==> src/shared/pause_cfg_pkg.sv <==
// constants for the port 1 pause and backpressure configuration block
// Operation
// - backpressure is only generated on port 1 while bit 6 holds 1.
// - read-only bit 5 shows the duplex in effect, 0 full and 1 half.
// - read-only bit 4 shows whether receive pause is currently enabled.
// - read-only bit 3 shows whether transmit pause is currently enabled.
// - bit 2 enables receive pause detection when manual or negotiation off.
// - bit 1 enables pause generation when manual or negotiation off.
// - manual clear with negotiation on takes pause from the negotiation.
// - manual clear with negotiation off applies the programmed bits.
// - manual set makes the programmed bits rule in full duplex.
// - status bits read back the settings in force, whatever their source.
// - writes never touch the phy advertisement pause abilities.
// - bits 6, 2, 1 and 0 take their defaults from straps caught after reset release.
// - a loader rewrite of the straps updates those fields.
`default_nettype none
package pause_cfg_pkg;

	// ----------------------------------------------------------------
	// register map
	// ----------------------------------------------------------------
	localparam logic [11:0] PORT1_FLOW_CONTROL_OFFSET = 12'h1A0;
	localparam int DECODE_MSB = 11;

	// ----------------------------------------------------------------
	// field positions
	// ----------------------------------------------------------------
	localparam int BACKPRESSURE_BIT = 6;
	localparam int CUR_DUPLEX_BIT = 5;
	localparam int CUR_RX_PAUSE_BIT = 4;
	localparam int CUR_TX_PAUSE_BIT = 3;
	localparam int RX_PAUSE_BIT = 2;
	localparam int TX_PAUSE_BIT = 1;
	localparam int MANUAL_SELECT_BIT = 0;

	// ----------------------------------------------------------------
	// reset values and timing
	// ----------------------------------------------------------------
	localparam logic CFG_BIT_RESET = 1'b0;
	localparam logic [31:0] RDATA_RESET = 32'h0000_0000;
	localparam logic [1:0] STRAP_SETTLE_CYCLES = 2'h2;
	localparam logic [1:0] HTRANS_NONSEQ = 2'h2;
	localparam logic HRESP_OKAY = 1'b0;

	// power-up sequence of the strap capture
	typedef enum logic [1:0] {
		ST_SETTLE,
		ST_CAPTURE,
		ST_RUN
	} start_state_e;

endpackage
`default_nettype wire

==> src/verilog/sync2.sv <==
// two flip-flop synchroniser for pin-level inputs
`default_nettype none
module sync2 #(
	parameter int WIDTH = 1
) (
	// clock and reset
	input wire logic hclk,
	input wire logic hresetn,
	// level from outside the clock domain
	input wire logic [WIDTH-1:0] async_in,
	// synchronised level
	output logic [WIDTH-1:0] sync_out
);

	logic [WIDTH-1:0] meta_q;
	logic [WIDTH-1:0] meta_d;
	logic [WIDTH-1:0] stable_q;
	logic [WIDTH-1:0] stable_d;

	// first stage is read only by the second
	always_comb begin
		meta_d = async_in;
		stable_d = meta_q;
	end

	always_ff @(posedge hclk or negedge hresetn) begin
		if (!hresetn) begin
			meta_q <= '0;
			stable_q <= '0;
		end else begin
			meta_q <= meta_d;
			stable_q <= stable_d;
		end
	end

	assign sync_out = stable_q;

endmodule
`default_nettype wire

==> src/verilog/flow_resolve.sv <==
// resolution of the pause and duplex settings in force on port 1
`default_nettype none
module flow_resolve (
	// programmed settings
	input wire logic manual_select,
	input wire logic rx_pause_bit,
	input wire logic tx_pause_bit,
	// link state from the phy
	input wire logic an_enable,
	input wire logic link_half_duplex,
	input wire logic an_rx_pause,
	input wire logic an_tx_pause,
	// resolved result
	output logic cur_half_duplex,
	output logic cur_rx_pause,
	output logic cur_tx_pause
);

	logic use_programmed;

	// pause frames only mean something in full duplex
	always_comb begin
		use_programmed = manual_select || !an_enable;
		cur_half_duplex = link_half_duplex;
		if (link_half_duplex) begin
			cur_rx_pause = 1'b0;
			cur_tx_pause = 1'b0;
		end else if (use_programmed) begin
			cur_rx_pause = rx_pause_bit;
			cur_tx_pause = tx_pause_bit;
		end else begin
			cur_rx_pause = an_rx_pause;
			cur_tx_pause = an_tx_pause;
		end
	end

endmodule
`default_nettype wire

==> src/verilog/port_pause_flow_config.sv <==
// port 1 pause and backpressure configuration register on ahb-lite
//
// Our own choice: the AHB-Lite register port.
`default_nettype none
module port_pause_flow_config
	import pause_cfg_pkg::*;
(
	// clock and reset
	input wire logic hclk,
	input wire logic hresetn,

	// ahb-lite slave
	input wire logic hsel,
	input wire logic [31:0] haddr,
	input wire logic [1:0] htrans,
	input wire logic hwrite,
	input wire logic [2:0] hsize,
	input wire logic [31:0] hwdata,
	input wire logic hready,
	output logic [31:0] hrdata,
	output logic hreadyout,
	output logic hresp,

	// configuration strap pins
	input wire logic port1_backpressure_strap,
	input wire logic port1_full_duplex_pause_strap,
	input wire logic port1_manual_select_strap,

	// strap rewrite from the eeprom loader, same clock
	input wire logic loader_strap_write,
	input wire logic loader_backpressure,
	input wire logic loader_full_duplex_pause,
	input wire logic loader_manual_select,

	// phy link state pins
	input wire logic phy_an_enable,
	input wire logic phy_link_half_duplex,
	input wire logic phy_an_rx_pause,
	input wire logic phy_an_tx_pause,

	// controls to the port 1 mac
	output logic port1_backpressure_active,
	output logic port1_rx_pause_active,
	output logic port1_tx_pause_active,
	output logic port1_half_duplex
);

	// ----------------------------------------------------------------
	// pin synchronisers
	// ----------------------------------------------------------------
	logic [2:0] strap_sync;
	logic [3:0] phy_sync;
	logic strap_bp;
	logic strap_fd_pause;
	logic strap_manual;
	logic an_enable;
	logic link_half;
	logic an_rx;
	logic an_tx;

	sync2 #(
		.WIDTH(3)
	) u_strap_sync (
		.hclk(hclk),
		.hresetn(hresetn),
		.async_in({port1_backpressure_strap, port1_full_duplex_pause_strap,
			port1_manual_select_strap}),
		.sync_out(strap_sync)
	);

	sync2 #(
		.WIDTH(4)
	) u_phy_sync (
		.hclk(hclk),
		.hresetn(hresetn),
		.async_in({phy_an_enable, phy_link_half_duplex, phy_an_rx_pause,
			phy_an_tx_pause}),
		.sync_out(phy_sync)
	);

	assign strap_bp = strap_sync[2];
	assign strap_fd_pause = strap_sync[1];
	assign strap_manual = strap_sync[0];
	assign an_enable = phy_sync[3];
	assign link_half = phy_sync[2];
	assign an_rx = phy_sync[1];
	assign an_tx = phy_sync[0];

	// ----------------------------------------------------------------
	// strap capture after reset release
	// ----------------------------------------------------------------
	start_state_e start_q;
	start_state_e start_d;
	logic [1:0] settle_q;
	logic [1:0] settle_d;
	logic strap_capture;

	// straps are pins, so they are taken once the synchroniser is filled
	always_comb begin
		start_d = start_q;
		settle_d = settle_q;
		strap_capture = 1'b0;
		case (start_q)
			ST_SETTLE: begin
				settle_d = settle_q + 2'h1;
				if (settle_q == STRAP_SETTLE_CYCLES) begin
					start_d = ST_CAPTURE;
				end
			end
			ST_CAPTURE: begin
				strap_capture = 1'b1;
				start_d = ST_RUN;
			end
			ST_RUN: begin
				start_d = ST_RUN;
			end
			default: begin
				start_d = ST_SETTLE;
				settle_d = '0;
			end
		endcase
	end

	always_ff @(posedge hclk or negedge hresetn) begin
		if (!hresetn) begin
			start_q <= ST_SETTLE;
			settle_q <= '0;
		end else begin
			start_q <= start_d;
			settle_q <= settle_d;
		end
	end

	// ----------------------------------------------------------------
	// ahb-lite address phase capture
	// ----------------------------------------------------------------
	logic wr_pend_q;
	logic wr_pend_d;
	logic hit_q;
	logic hit_d;
	logic addr_phase;
	logic addr_hit;

	// only nonseq and seq start a transfer; idle and busy are ignored
	always_comb begin
		addr_phase = hsel && htrans[1] && hready;
		addr_hit = haddr[DECODE_MSB:0] == PORT1_FLOW_CONTROL_OFFSET;
		wr_pend_d = addr_phase && hwrite;
		hit_d = addr_phase && addr_hit;
	end

	always_ff @(posedge hclk or negedge hresetn) begin
		if (!hresetn) begin
			wr_pend_q <= 1'b0;
			hit_q <= 1'b0;
		end else begin
			wr_pend_q <= wr_pend_d;
			hit_q <= hit_d;
		end
	end

	// ----------------------------------------------------------------
	// writable fields
	// ----------------------------------------------------------------
	logic bp_en_q;
	logic bp_en_d;
	logic rx_en_q;
	logic rx_en_d;
	logic tx_en_q;
	logic tx_en_d;
	logic manual_q;
	logic manual_d;
	logic sw_write;

	// loader beats software in the same cycle: straps are the newer truth
	always_comb begin
		sw_write = wr_pend_q && hit_q;
		bp_en_d = bp_en_q;
		rx_en_d = rx_en_q;
		tx_en_d = tx_en_q;
		manual_d = manual_q;
		if (strap_capture) begin
			bp_en_d = strap_bp;
			rx_en_d = strap_fd_pause;
			tx_en_d = strap_fd_pause;
			manual_d = strap_manual;
		end else if (loader_strap_write) begin
			bp_en_d = loader_backpressure;
			rx_en_d = loader_full_duplex_pause;
			tx_en_d = loader_full_duplex_pause;
			manual_d = loader_manual_select;
		end else if (sw_write) begin
			// status and reserved bits are dropped here
			bp_en_d = hwdata[BACKPRESSURE_BIT];
			rx_en_d = hwdata[RX_PAUSE_BIT];
			tx_en_d = hwdata[TX_PAUSE_BIT];
			manual_d = hwdata[MANUAL_SELECT_BIT];
		end
	end

	always_ff @(posedge hclk or negedge hresetn) begin
		if (!hresetn) begin
			bp_en_q <= CFG_BIT_RESET;
			rx_en_q <= CFG_BIT_RESET;
			tx_en_q <= CFG_BIT_RESET;
			manual_q <= CFG_BIT_RESET;
		end else begin
			bp_en_q <= bp_en_d;
			rx_en_q <= rx_en_d;
			tx_en_q <= tx_en_d;
			manual_q <= manual_d;
		end
	end

	// ----------------------------------------------------------------
	// resolution of the settings in force
	// ----------------------------------------------------------------
	logic cur_half;
	logic cur_rx;
	logic cur_tx;
	logic nxt_half;
	logic nxt_rx;
	logic nxt_tx;

	// the phy advertisement is not an output here, so writes cannot reach it
	flow_resolve u_resolve_now (
		.manual_select(manual_q),
		.rx_pause_bit(rx_en_q),
		.tx_pause_bit(tx_en_q),
		.an_enable(an_enable),
		.link_half_duplex(link_half),
		.an_rx_pause(an_rx),
		.an_tx_pause(an_tx),
		.cur_half_duplex(cur_half),
		.cur_rx_pause(cur_rx),
		.cur_tx_pause(cur_tx)
	);

	// second copy on next values lets a read see a write just before it
	flow_resolve u_resolve_next (
		.manual_select(manual_d),
		.rx_pause_bit(rx_en_d),
		.tx_pause_bit(tx_en_d),
		.an_enable(an_enable),
		.link_half_duplex(link_half),
		.an_rx_pause(an_rx),
		.an_tx_pause(an_tx),
		.cur_half_duplex(nxt_half),
		.cur_rx_pause(nxt_rx),
		.cur_tx_pause(nxt_tx)
	);

	// ----------------------------------------------------------------
	// mac controls
	// ----------------------------------------------------------------
	logic bp_act_q;
	logic bp_act_d;
	logic rx_act_q;
	logic rx_act_d;
	logic tx_act_q;
	logic tx_act_d;
	logic half_q;
	logic half_d;

	// backpressure is a half duplex mechanism only
	always_comb begin
		bp_act_d = bp_en_q && cur_half;
		rx_act_d = cur_rx;
		tx_act_d = cur_tx;
		half_d = cur_half;
	end

	always_ff @(posedge hclk or negedge hresetn) begin
		if (!hresetn) begin
			bp_act_q <= 1'b0;
			rx_act_q <= 1'b0;
			tx_act_q <= 1'b0;
			half_q <= 1'b0;
		end else begin
			bp_act_q <= bp_act_d;
			rx_act_q <= rx_act_d;
			tx_act_q <= tx_act_d;
			half_q <= half_d;
		end
	end

	assign port1_backpressure_active = bp_act_q;
	assign port1_rx_pause_active = rx_act_q;
	assign port1_tx_pause_active = tx_act_q;
	assign port1_half_duplex = half_q;

	// ----------------------------------------------------------------
	// read data and response
	// ----------------------------------------------------------------
	logic [31:0] rdata_q;
	logic [31:0] rdata_d;
	logic ready_q;
	logic resp_q;

	// read data is built in the address phase so every transfer is zero wait
	always_comb begin
		rdata_d = RDATA_RESET;
		if (addr_phase && addr_hit && !hwrite) begin
			rdata_d[BACKPRESSURE_BIT] = bp_en_d;
			rdata_d[CUR_DUPLEX_BIT] = nxt_half;
			rdata_d[CUR_RX_PAUSE_BIT] = nxt_rx;
			rdata_d[CUR_TX_PAUSE_BIT] = nxt_tx;
			rdata_d[RX_PAUSE_BIT] = rx_en_d;
			rdata_d[TX_PAUSE_BIT] = tx_en_d;
			rdata_d[MANUAL_SELECT_BIT] = manual_d;
		end
	end

	always_ff @(posedge hclk or negedge hresetn) begin
		if (!hresetn) begin
			rdata_q <= RDATA_RESET;
			ready_q <= 1'b0;
			resp_q <= HRESP_OKAY;
		end else begin
			rdata_q <= rdata_d;
			ready_q <= 1'b1;
			resp_q <= HRESP_OKAY;
		end
	end

	assign hrdata = rdata_q;
	assign hreadyout = ready_q;
	assign hresp = resp_q;

endmodule
`default_nettype wire

==> config.mk <==
export PLATFORM = sky130hd
export DESIGN_NAME = port_pause_flow_config
export DESIGN_NICKNAME = d
export VERILOG_FILES = /design/src/shared/pause_cfg_pkg.sv /design/src/verilog/sync2.sv /design/src/verilog/flow_resolve.sv /design/src/verilog/port_pause_flow_config.sv
export SDC_FILE = /design/constraint.sdc
export NUM_CORES = 1
export LEC_CHECK = 0
export BUFFER_PORTS_ARGS = -buffer_cell sky130_fd_sc_hd__clkbuf_2
export CORE_AREA = 2 2 70 72
export CTS_CLUSTER_SIZE = 25
export DETAILED_ROUTE_END_ITERATION = 8
export DIE_AREA = 0 0 72 74
export HOLD_SLACK_MARGIN = 0.1
export PLACE_DENSITY = 0.74
export SYNTH_ARGS = -nofsm -noshare
export SYNTH_HDL_FRONTEND = slang
export SYNTH_HIERARCHICAL = 1
export SYNTH_SLANG_ARGS = --single-unit
export TNS_END_PERCENT = 5
==> constraint.sdc <==
create_clock -name hclk -period 3.2 [get_ports hclk]
set_input_delay 0.48 -clock hclk [delete_from_list [all_inputs] [get_ports hclk]]
set_output_delay 0.48 -clock hclk [all_outputs]
set_load 0.01 [all_outputs]
Word-level counts from Yosys, hierarchy flattened:

Index checks and enable logic that the tools add are counted.

* register bits after elaboration: 36
* input bits: 85

* reduce and logical (&&, ||, !) cells: 13
* equality and inequality tests: 5
* mux-type cells: 25
* add/sub/neg operators: 1

Operators with widths (count)
* $mux 1: 21
* $eq 12x9->1 const B: 1
* $pmux 2 s2: 2
* $logic_and 1x1->1: 7
* $mux 7: 1
* $eq 2x2->1 const B: 2
* $add 2x1->2 const B: 1
* $eq 2x1->1 const B: 1
* $logic_not 1->1: 2
* $logic_not 2->1: 1
* $logic_or 1x1->1: 2
* $mux 2: 1
* $ne 2x2->1 const B: 1
* $reduce_or 2->1: 1

Longest topological paths before layout:

Gate-level depths: netlist of the first run.

* word-level depth: 8
* mapped depth: 8
* mapped depth without buffers: 8

Modules after synthesis:

The synthesis of the first run kept the hierarchy.

Modules (own cells, without submodules)
* port_pause_flow_config: times used 1, area an instance 1129.8 um^2, seq. area each 550.5 um^2, cells an instance 101
* sync2 at u_phy_sync: times used 1, area an instance 200.2 um^2, seq. area each 200.2 um^2, cells an instance 8
* sync2 at u_strap_sync: times used 1, area an instance 150.1 um^2, seq. area each 150.1 um^2, cells an instance 6
* flow_resolve: times used 2, area an instance 70.1 um^2, seq. area each 0.0 um^2, cells an instance 8

Worst setup path before layout of the first run:

Ideal clock, no wire load.

* kind: input to register
* start: input port hwdata[0]
* end: register rdata_q[3] (netlist: hrdata[3])
* required time: 3.111 ns
* path slack: 1.493 ns
* stages on the path: 6
* library setup time: 0.089 ns
* arrival time: 1.618 ns
* path through: and3_1 > a2111oi_1 > nor2_1 > nand4bb_1 > o21ai_2 > nor3b_1

* cells in the longest elaborated chain, start to end: 7

Ends and longest elaborated chain
* from (decl): RTL line port_pause_flow_config.sv:18 `input wire logic [31:0] hwdata,`
* $mux 1: RTL line port_pause_flow_config.sv:192 `end else if (sw_write) begin`
* $mux 1: RTL line port_pause_flow_config.sv:187 `end else if (loader_strap_write) begin`
* $mux 1: RTL line port_pause_flow_config.sv:182 `if (strap_capture) begin`
* via manual_d: RTL line port_pause_flow_config.sv:172 `logic manual_d;`
* $logic_or 1x1->1: RTL line flow_resolve.sv:23 `use_programmed = manual_select || !an_enable;`
* $mux 1: RTL line flow_resolve.sv:28 `end else if (use_programmed) begin`
* $mux 1: RTL line flow_resolve.sv:25 `if (link_half_duplex) begin`
* via nxt_tx: RTL line port_pause_flow_config.sv:223 `logic nxt_tx;`
* $mux 7: RTL line port_pause_flow_config.sv:303 `if (addr_phase && addr_hit && !hwrite) begin`
* via rdata_d[3]: RTL line port_pause_flow_config.sv:296 `logic [31:0] rdata_d;`
* to (signal assigned): RTL line port_pause_flow_config.sv:320 `rdata_q <= rdata_d;`
* to (decl): RTL line port_pause_flow_config.sv:295 `logic [31:0] rdata_q;`

The timed path passes the listed nets, and every way through them passes these cells.
A chain may end at the register's enable or synchronous reset.

Worst setup path in the final report of the first run:

* start: register start_q[0]
* end: register rdata_q[3] (netlist: hrdata[3])

* cells in the longest elaborated chain, start to end: 7
* elaborated cells between the ends (all ways): 8
* classes of those cells: eq/ne (1); mux (6); reduce/logical (1)

Ends and longest elaborated chain
* from (decl): RTL line port_pause_flow_config.sv:92 `start_state_e start_q;`
* from (signal assigned): RTL line port_pause_flow_config.sv:129 `start_q <= start_d;`
* $eq 2x1->1: RTL line port_pause_flow_config.sv:103 `case (start_q)`
* $mux 1: RTL line port_pause_flow_config.sv:103
* $mux 1: RTL line port_pause_flow_config.sv:182
* via manual_d: RTL line port_pause_flow_config.sv:172
* $logic_or 1x1->1: RTL line flow_resolve.sv:23
* $mux 1: RTL line flow_resolve.sv:28
* $mux 1: RTL line flow_resolve.sv:25
* via nxt_tx: RTL line port_pause_flow_config.sv:223
* $mux 7: RTL line port_pause_flow_config.sv:303
* via rdata_d[3]: RTL line port_pause_flow_config.sv:296

The timed path passes the listed nets, and every way through them passes these cells.

==> results of run 1 <==
[power groups by stage]
stage	Combinational, uW	Sequential, uW	Clock [uW]
floorplan	66.7	492	0
global placement	81.2	491	0
detailed placement	82.4	492	0
CTS	82.6	483	408
global route	92.2	486	429
finish	81.5	483	397
[layer usage]
metal  global-route usage  share of wire  vias to the layer above
li1                     -              -                      488
met1                0.134           0.41                      468
met2                0.185           0.48                       43
met3               0.0407          0.077                        4
met4               0.0755          0.032                        0
met5                    0              0                        -
[registers in the layout, summed over array words and instances (netlist names), 2 cells and up]
name,count
hrdata,7
u_phy_sync/meta_q,4
u_phy_sync/sync_out,4
u_strap_sync/meta_q,3
u_strap_sync/sync_out,3
settle_q,2
start_q,2
[critical path, stage by stage, from the launching register on]
cell and delay, ns:
dfrtp_1 0.41, ha_1 0.31, a2111oi_1 0.36, nor2_1 0.20, nand4bb_1 0.25, o21ai_2 0.07, nor3b_1 0.20
[kinds of logic (layout without fill, tap and decap cells)]
group                      Yosys count  count (layout)  synth area share
adders and majority gates            3               3            0.0232
buffers and inverters               35              58             0.146
and+or+nand+nor                     40              40             0.192
DFF                                 36              36             0.556
AOI/OAI and AO/OA                   15              15            0.0780
other                                2              27           0.00463
[stage by stage]
stage / instances / area (um2) / worst slack (ns) / hold slack [ns] / utilization
3_3_place_gp: 225 / 1790 / 1.26 / 0.333 / 0.389
2_1_floorplan: 156 / 1710 / 1.49 / 0.184 / -
3_5_place_dp: 225 / 1790 / 1.23 / 0.337 / 0.389
5_1_grt: 233 / 1900 / 1.10 / 0.273 / 0.413
6_report: 233 / 1900 / 1.31 / 0.280 / 0.413
4_1_cts: 233 / 1900 / 1.28 / 0.281 / 0.413
[synthesized netlist by cell type, drive strengths merged]
cell type	count	area [um2]
nor4bb	2	20.0
o21ai	5	32.5
nor2	4	15.0
dfrtp	36	901
o31ai	2	15.0
nor3b	5	37.5
inv	6	22.5
nor4	3	25.0
nor4b	1	15.0
and3	3	18.8
and4bb	1	12.5
o41ai	2	32.5
a2111oi	2	18.8
buf	28	210
or3	1	6.26
and2	2	12.5
a211oi	2	15.0
nor2b	3	41.3
nand2	5	18.8
nand4	1	12.5
conb	2	7.51
nand2b	5	31.3
clkbuf	1	3.75
ha	3	37.5
nand4bb	4	45.0
o22ai	2	12.5
[final cells by class]
| class | instances | area (um2) |
|---|---|---|
| fillers | 433 | 2700 |
| flip-flops and latches | 36 | 901 |
| multi-input cells | 85 | 577 |
| repair buffers | 44 | 220 |
| clock buffers | 5 | 68.8 |
| well taps | 54 | 67.6 |
| clock inverters | 3 | 42.5 |
| inverters | 6 | 22.5 |
[worst paths after layout]
kind	cells after the start	endpoint
setup / recovery	6	hrdata[3]
hold / removal	1	bp_en_q
setup reg to reg	6	hrdata[3]
hold reg to reg	0	u_strap_sync/sync_out[2]
max in group asynchronous	1	u_strap_sync/meta_q[0]
min in group hclk	1	u_phy_sync/meta_q[1]
==> impl_results.md, run 1 <==
- Outcome: completed
- First-pass GRT wire length: 4430 um
- Clk_lat worst skew: 0.29 ns
- Int Pwr: 738 uW
- Cell area after synthesis: 1620 um2
- Gr ovfl total: 0
- Flop-to-flop setup slack: 1.31 ns
- Initial Util: 0.352
- Clock Sinks: 36
- Core Footprint: 4600 um2
- HPWL Detailed: 2050 um
- Pwr Total: 962 uW
- Most frequent cells in the layout: clkbuf_2 (44), dfrtp_1 (36), conb_1 (27)
- Avg WL per Cell: 11.9 um
- Critical path origin: start_q[0]
- Peak supply drop: 173 uV
- Vias in the first global route: 961
- Net Sw Frac: 0.233
- Die height: 74 um
- Worst r2r src: start_q[0]
- Post-Synthesis Cells: 131
- WS Path Type: register to register
- GPL Wtd Cong: 0.739
- Diode count: 0
- Critical path startpoint category: register
- Die ar.: 5330 um2
- Initial DRC count: 62
- Final setup fails: 0
- Num CTS Buffers: 5
- Syn_area_per_cell: 12.4 um2
- Via density: 4.30
- Clock buffer depth: 2
- Post-CTS Resized: 0
- Skew final: 0.00714 ns
- Fin crit period: 1.89 ns
- Pleak: 0.000962 uW
- Critical path required time: 3.40 ns
- DRC violations left: 0
- Pin count of the biggest net entering global routing: 37
- Setup Fix Bufs, Post-CTS: 0
- Commonest non-fill, non-tap cell in the layout: clkbuf_2
- CTS clk-pin slew, worst paths: 0.07 ns
- Fraction of the yosys area taken by sequential cells: 0.556
- CP Capture Type: register
- H-tree depth: 2
- GRT Util Overall: 0.116
- DRT Wirelength: 2770 um
- Worst Tran Pin Value: 0.841 ns
- Yosys cell types: 30
- Area growth syn-to-layout: 17.2%
- Gate power share: 0.085
- Synthesis-stage register bit count: 36
- Row count: 25
- Pins Over Slew Limit: 0
- Hold Vio Cnt, Final: 0
- CTS root buf: clkbuf_8
- Max-cap violations: 0
- F_max: 530 MHz
- Total Nets Final: 266
- Port Buf Inserts: 44
- Net switching power: 224 uW
- TritonCTS clock tree: done
- Cell area power density: 506 nW/um2
- DR pass1 iterations: 3
- Worst Hold Class: input port to async pin
- Share of cells above drive strength 1: 0.352
- Clock share of power: 0.413
- Crit-path max FO: 7
- Ys Warns: 6
- Antenna violations before repair: 0
- Routed vias: 1003
- Worst rel slew slack: 0.439
- Post-CTS Hold Fix Bufs: 0
- Post-route ant nets: 0
- DIE WIDTH: 72 um
- Final cycle utilization of the critical path: 0.590
- Reg power frac: 0.502
- Io pins: 123
- RSZ-0062 raised after global routing: false
- CP arrival: 2.09 ns
- Setup TNS: 0 ns
No activity file was read; power rests on OpenSTA's default activity.
==> inputs of run 2 (changes only) <==
==> constraint.sdc (replaced) <==
create_clock -name hclk -period 1.9 [get_ports hclk]
set_input_delay 0.285 -clock hclk [delete_from_list [all_inputs] [get_ports hclk]]
set_output_delay 0.285 -clock hclk [all_outputs]
set_load 0.01 [all_outputs]
==> run 2 against run 1 <==
- combinational power is 99% higher
- sequential power rose by 69%
- critical path type unchanged
- sequential cell count unchanged
- via count rose by 4.9%
- clock power increased by 43%
- wire length increased by 2.3%
- non-clock buffer count grew 11
- fmax grew 5.7%
- highest routed layer unchanged
- critical endpoint is now hrdata[4]
==> impl_results.md, run 2 (same netlist as run 1, synthesis figures left out) <==
- Area growth syn-to-layout: 25.8%
- First-pass GRT wire length: 4690 um (+5.8%)
- CP cell instances: ha_1, buf_4, o41ai_4, nand2b_1, o21ai_1, nor3b_1
- Met2 WL: 1400 um (+5.3%)
- Pleak: 0.00101 uW (+4.7%)
- Net switching power: 379 uW (+69%)
- Port Buf Inserts: 44 (unchanged)
- Via density: 4.31 (+0.16%)
- Cell area power density: 758 nW/um2 (+50%)
- RSZ-0062 raised after global routing: false
- Pwr Total: 1550 uW (+61%)
- Largest register FFs: 7 (unchanged)
- Most frequent cells in the layout: clkbuf_2 (44), dfrtp_1 (35), conb_1 (27)
- Pins Over Slew Limit: 0 (unchanged)
- Diode count: 0 (unchanged)
- TritonCTS clock tree: done
- Worst path max stage delay: 0.41 ns (about the same)
- Cell Area, Placed: 1810 um2 (+1.3%)
- Worst Tran Pin Value: 0.545 ns (-0.296 ns)
- Routed vias: 1052 (+4.9%)
- Gr ovfl total: 0 (unchanged)
- Share of cells above drive strength 1: 0.368 (+0.0165)
- WS Path Type: register to register
- Antenna violations before repair: 0 (unchanged)
- Num CTS Buffers: 5 (unchanged)
- GPL Wtd Cong: 0.763 (+3.2%)
- Final cycle utilization of the critical path: 0.940 (+0.350)
- Hold Vio Cnt, Final: 0 (unchanged)
- Uppermost layer routed: met4
- Die height: 74 um (unchanged)
- Cell area after layout: 2040 um2 (+7.3%)
- Worst rel slew slack: 0.627 (+0.188)
- Skew final: 0.00361 ns (-0.00353 ns)
- Critical path required time: 2.09 ns (-1.31 ns)
- CP arrival: 1.97 ns (-0.12 ns)
- Initial DRC count: 32 (-48%)
- Post-route ant nets: 0 (unchanged)
- F_max: 560 MHz (+5.7%)
- CTS clk-pin slew, worst paths: 0.07 ns (about the same)
- Clk_lat worst skew: 0.29 ns (about the same)
- # fillers: 433 (unchanged)
- CTS root buf: clkbuf_8
- Net Sw Frac: 0.245 (+0.0126)
- Routed wire length on met3: 186 um (-13%)
- CP Capture Type: register
- Setup TNS: 0 ns (unchanged)
- Area of the multi-input gates: 626 um2 (+8.5%)
- Pin count of the biggest net entering global routing: 37 (unchanged)
- DRC violations left: 0 (unchanged)
- Peak supply drop: 306 uV (+77%)
- Row count: 25 (unchanged)
- GRT Util Overall: 0.118 (+0.00236)
- HPWL Detailed: 2130 um (+3.9%)
- Crit-path max FO: 4 (-3)
- Die ar.: 5330 um2 (unchanged)
- Gate power share: 0.105 (+0.020)
- H-tree depth: 2 (unchanged)
- DRT Wirelength: 2840 um (+2.3%)
- CP max stage cell: dfrtp_1
- Clock buffer depth: 2 (unchanged)
- Max-cap violations: 0 (unchanged)
- Initial Util: 0.352 (unchanged)
- Setup Fix Bufs, Post-CTS: 0 (unchanged)
- Outcome: completed
- Final setup fails: 0 (unchanged)
- Clock share of power: 0.368 (-0.045)
- DIE WIDTH: 72 um (unchanged)
- DR pass1 iterations: 4 (+1)
- Io pins: 123 (unchanged)
- Worst Hold Class: input port to register
- Critical path startpoint category: register
- DRT met1 WL: 1220 um (+6.6%)
- Int Pwr: 1170 uW (+58%)
- Total Nets Final: 277 (+4.1%)
- Reg area: 902 um2 (+0.14%)
- Vias in the first global route: 1035 (+7.7%)
- Commonest non-fill, non-tap cell in the layout: clkbuf_2
- Clock Sinks: 36 (unchanged)
- Reg power frac: 0.527 (+0.025)
- Avg WL per Cell: 11.6 um (-2.3%)
- Fin crit period: 1.79 ns (-0.102 ns)
- Core Footprint: 4600 um2 (unchanged)
run 2: changes by cell type in the layout (fill, tap and decap cells not counted), moves of 2 or more:
cell | previous run | this run
o41ai_4 | 0 | 2
dlygate4sd3_1 | 0 | 8
o41ai_2 | 2 | 0
buf_4 | 0 | 3
run 2: worst paths after layout:
path	end	start	slack [ns]	cells after the start
worst max-delay path	hrdata[4]	start_q[0]	0.11	6
worst min-delay path	bp_en_q	loader_backpressure	0.28	3
worst max register to register	hrdata[4]	start_q[0]	0.11	6
worst min register to register	u_phy_sync/sync_out[2]	u_phy_sync/meta_q[2]	0.35	0
max in group asynchronous	wr_pend_q	hresetn	1.00	3
min in group asynchronous	u_strap_sync/meta_q[0]	hresetn	0.57	3
run 2: timing repair:
action / CTS / global route
setup endpoints to repair: 2 / 2
gates resized for setup: 1 / 6
hold buffers: 8 / 0
gates cloned: 0 / 0
endpoints found under the hold margin: 43 / 0
run 2: critical path, delay by kind of cell (launching register included):
kind	cells	cell delay [ns]
simple gates	2	0.33
fa+ha+maj	1	0.27
compound gates	2	0.49
flops	1	0.41
buf+inv	1	0.18
run 2: power groups by stage:
stage / clock [uW] / combinational, uW / sequential, uW
after detailed placement: 0 / 142 / 828
after global routing: 625 / 181 / 819
final: 569 / 162 / 815
after CTS: 585 / 156 / 814
after floorplan: 0 / 112 / 828
after global placement: 0 / 138 / 827
run 2: routing by layer:
metal	track usage	up-vias
met5	0	-
met3	0.0393	4
met4	0.0608	0
met1	0.138	490
li1	-	513
met2	0.198	45
run 2: layout make-up:
| type | count | area share |
|---|---|---|
| Clock buffer | 6 | 0.0405 |
| Clock inverter | 2 | 0.00737 |
| Inverter | 6 | 0.0110 |
| Multi-Input combinational cell | 85 | 0.307 |
| Sequential cell | 36 | 0.443 |
| Tap cell | 54 | 0.0331 |
| Timing Repair Buffer | 55 | 0.158 |
run 2: per-stage QoR:
step / util / cells / hold slack, ns / setup slack (ns)
after floorplan: - / 156 / -0.0106 / 0.218
after global placement: 0.394 / 228 / 0.334 / 0.0469
after detailed placement: 0.394 / 228 / 0.336 / -0.0160
after CTS: 0.433 / 244 / 0.275 / 0.0616
after global routing: 0.443 / 244 / 0.287 / 0.00264
final: 0.443 / 244 / 0.277 / 0.114
==> inputs of run 3 (changes only) <==
--- a/config.mk
+++ b/config.mk
@@ -6,14 +6,14 @@
 export NUM_CORES = 1
 export LEC_CHECK = 0
 export BUFFER_PORTS_ARGS = -buffer_cell sky130_fd_sc_hd__clkbuf_2
-export CORE_AREA = 2 2 70 72
+export CORE_AREA = 2 2 69 71
 export CTS_CLUSTER_SIZE = 25
 export DETAILED_ROUTE_END_ITERATION = 8
-export DIE_AREA = 0 0 72 74
+export DIE_AREA = 0 0 71 73
 export HOLD_SLACK_MARGIN = 0.1
 export PLACE_DENSITY = 0.74
+export SETUP_SLACK_MARGIN = 0.2
 export SYNTH_ARGS = -nofsm -noshare
 export SYNTH_HDL_FRONTEND = slang
-export SYNTH_HIERARCHICAL = 1
 export SYNTH_SLANG_ARGS = --single-unit
 export TNS_END_PERCENT = 5
==> run 3 against run 2 <==
- register-to-register slack improved by 0.19 ns
- wire length decreased by 14%
- design area decreased by 6.4%
- combinational power decreased by 14%
- critical path depth decreased by 2
- sequential cell count unchanged
- clock skew increased by 0.0032 ns
- fmax increased by 12%
- cell count decreased by 2.9%
==> impl_results.md, run 3 <==
- Outcome: completed
- WS Path Type: register to register
- DR pass1 iterations: 4 (unchanged)
- Flop-to-flop setup slack: 0.30 ns (+0.19 ns)
- Critical path required time: 2.06 ns (-0.03 ns)
- CP arrival: 1.76 ns (-0.21 ns)
- Cell taking the most area after synthesis: dfrtp_1
- Fraction of the yosys area taken by sequential cells: 0.573 (+0.0173)
- Setup TNS: 0 ns (unchanged)
- GPL Wtd Cong: 0.741 (-2.9%)
- Post-synth EDFFs: 0 (unchanged)
- Clk_lat worst skew: 0.28 ns (about the same)
- CTS clk-pin slew, worst paths: 0.06 ns (about the same)
- Worst Hold Class: input port to register
- Via density: 4.21 (-2.3%)
- Largest register FFs: 7 (unchanged)
- Synthesis-stage register bit count: 36 (unchanged)
- GRT Util Overall: 0.0988 (-0.0196)
- Top_reg_cell synth: dfrtp_1
- Initial DRC count: 85 (+170%)
- Core Footprint: 4540 um2 (-1.4%)
- Gr ovfl total: 0 (unchanged)
- Die ar.: 5180 um2 (-2.7%)
- Final cycle utilization of the critical path: 0.841 (-0.0991)
- Pleak: 0.000993 uW (-1.4%)
- Most frequent cells in the layout: clkbuf_2 (44), dfrtp_1 (36), conb_1 (27)
- Commonest non-fill, non-tap cell in the layout: clkbuf_2
- # fillers: 428 (-1.2%)
- Port Buf Inserts: 44 (unchanged)
- Post-layout util: 0.421 (-0.0226)
- Int Pwr: 1160 uW (-0.87%)
- Fin crit period: 1.60 ns (-0.188 ns)
- Die height: 73 um (-1.4%)
- Routed vias: 998 (-5.1%)
- DRT Wirelength: 2430 um (-14%)
- RSZ-0062 raised after global routing: false
- Syn_area_per_cell: 12.3 um2 (-0.74%)
- Area growth syn-to-layout: 21.4%
- TritonCTS clock tree: done
- Final setup fails: 0 (unchanged)
- Gate power share: 0.095 (-0.010)
- Max-cap violations: 0 (unchanged)
- Net switching power: 321 uW (-15%)
- Pins Over Slew Limit: 0 (unchanged)
- Post-Synthesis Cells: 128 (-2.3%)
- Avg WL per Cell: 10.3 um (-12%)
- HPWL Detailed: 1850 um (-13%)
- Post-route ant nets: 0 (unchanged)
- Yosys cell types: 33 (+10%)
- Cell area after synthesis: 1570 um2 (-3.0%)
- Initial Util: 0.346 (-0.00590)
- H-tree depth: 2 (unchanged)
- CTS root buf: clkbuf_8
- Post-synth top area share: 0.573 (+0.0173)
- Ys Warns: 0 (-6)
- Num CTS Buffers: 5 (unchanged)
- Total Nets Final: 270 (-2.5%)
- Clock Sinks: 36 (unchanged)
- Crit-path max FO: 8 (+4)
- Cell area after layout: 1910 um2 (-6.4%)
- Diode count: 0 (unchanged)
- Share of cells above drive strength 1: 0.322 (-0.0460)
- Vias in the first global route: 875 (-15%)
- Clock buffer depth: 2 (unchanged)
- Setup Fix Bufs, Post-CTS: 0 (unchanged)
- Cell Area, Placed: 1750 um2 (-3.1%)
- Antenna violations before repair: 0 (unchanged)
- Clock share of power: 0.357 (-0.011)
- Peak supply drop: 283 uV (-7.4%)
- Reg power frac: 0.548 (+0.021)
- Synth cell count leaders: dfrtp_1 (36), buf_4 (26), nand2_1 (7)
- Row count: 25 (unchanged)
- Async S/R FF share, synth: 1.00 (unchanged)
- Top-count cell post-synth: dfrtp_1
- DIE WIDTH: 71 um (-1.4%)
- Io pins: 123 (unchanged)
- First-pass GRT wire length: 3820 um (-18%)
- CP Capture Type: register
- DRC violations left: 0 (unchanged)
- Hold Vio Cnt, Final: 0 (unchanged)
- Net Sw Frac: 0.217 (-0.0278)
- F_max: 626 MHz (+12%)
- Skew final: 0.00685 ns (+0.00324 ns)
- Critical path startpoint category: register
- Ranking of synthesized cells by area: dfrtp_1 (57%), buf_4 (12%), mux2i_1 (2.5%)
- Cell area power density: 774 nW/um2 (+2.1%)
- Pin count of the biggest net entering global routing: 37 (unchanged)
run 3: worst paths after layout:
kind	start	end	depth (start not counted)
max	start_q[0]	hrdata[3]	4
min	port1_manual_select_strap	u_strap_sync.meta_q[0]	1
max reg2reg	start_q[0]	hrdata[3]	4
min reg2reg	u_strap_sync.meta_q[1]	u_strap_sync.sync_out[1]	0
max in group asynchronous	hresetn	hit_q	3
min in group asynchronous	hresetn	u_strap_sync.sync_out[2]	3
run 3: layer usage:
metal | part of all wire | global-route usage
met1 | 0.40 | 0.110
met2 | 0.47 | 0.160
met3 | 0.11 | 0.0373
met4 | 0.027 | 0.0629
met5 | 0 | 0
run 3: timing repair:
action / CTS / global route
hold endpoints to repair: 40 / 0
hold buffers: 5 / 0
gates resized for setup: 1 / 1
setup endpoints to repair: 1 / 2
gates cloned: 0 / 0
run 3: cell type report:
class,count,area (um2),area share
inverters,6,22.5,0.0118
flip-flops and latches,36,901,0.472
well taps,54,67.6,0.0354
repair buffers,51,285,0.150
multi-input cells,82,542,0.284
clock buffers,8,90.1,0.0472
run 3: logic make-up after synthesis:
logic type / Yosys count / share of synthesized area
AO/OA/AOI/OAI: 14 / 0.0884
adder cells (fa/ha/maj): 3 / 0.0239
buffers and inverters: 35 / 0.150
flip-flops: 36 / 0.573
multiplexers: 4 / 0.0255
other: 2 / 0.00478
AND/OR/NAND/NOR: 34 / 0.134
run 3: metrics by stage:
| step | hold slack, ns | power [uW] | cells | setup slack [ns] |
|---|---|---|---|---|
| after floorplan | -0.0106 | 932 | 153 | 0.285 |
| after global placement | 0.334 | 953 | 224 | 0.249 |
| after detailed placement | 0.335 | 955 | 224 | 0.191 |
| after CTS | 0.107 | 1500 | 237 | 0.204 |
| after global routing | 0.108 | 1560 | 237 | 0.205 |
| final | 0.116 | 1480 | 237 | 0.303 |
run 3: critical path, stage by stage (launching register included):
cell and delay, ns:
dfrtp_1 0.40, ha_2 0.25, o41ai_2 0.51, mux2i_1 0.26
nor3_1 0.07
run 3: power groups by stage:
stage / clock network, uW / registers (uW) / logic [uW]
6_report: 528 / 810 / 140
5_1_grt: 587 / 812 / 158
4_1_cts: 551 / 810 / 142
3_5_place_dp: 0 / 825 / 131
3_3_place_gp: 0 / 823 / 130
2_1_floorplan: 0 / 825 / 107
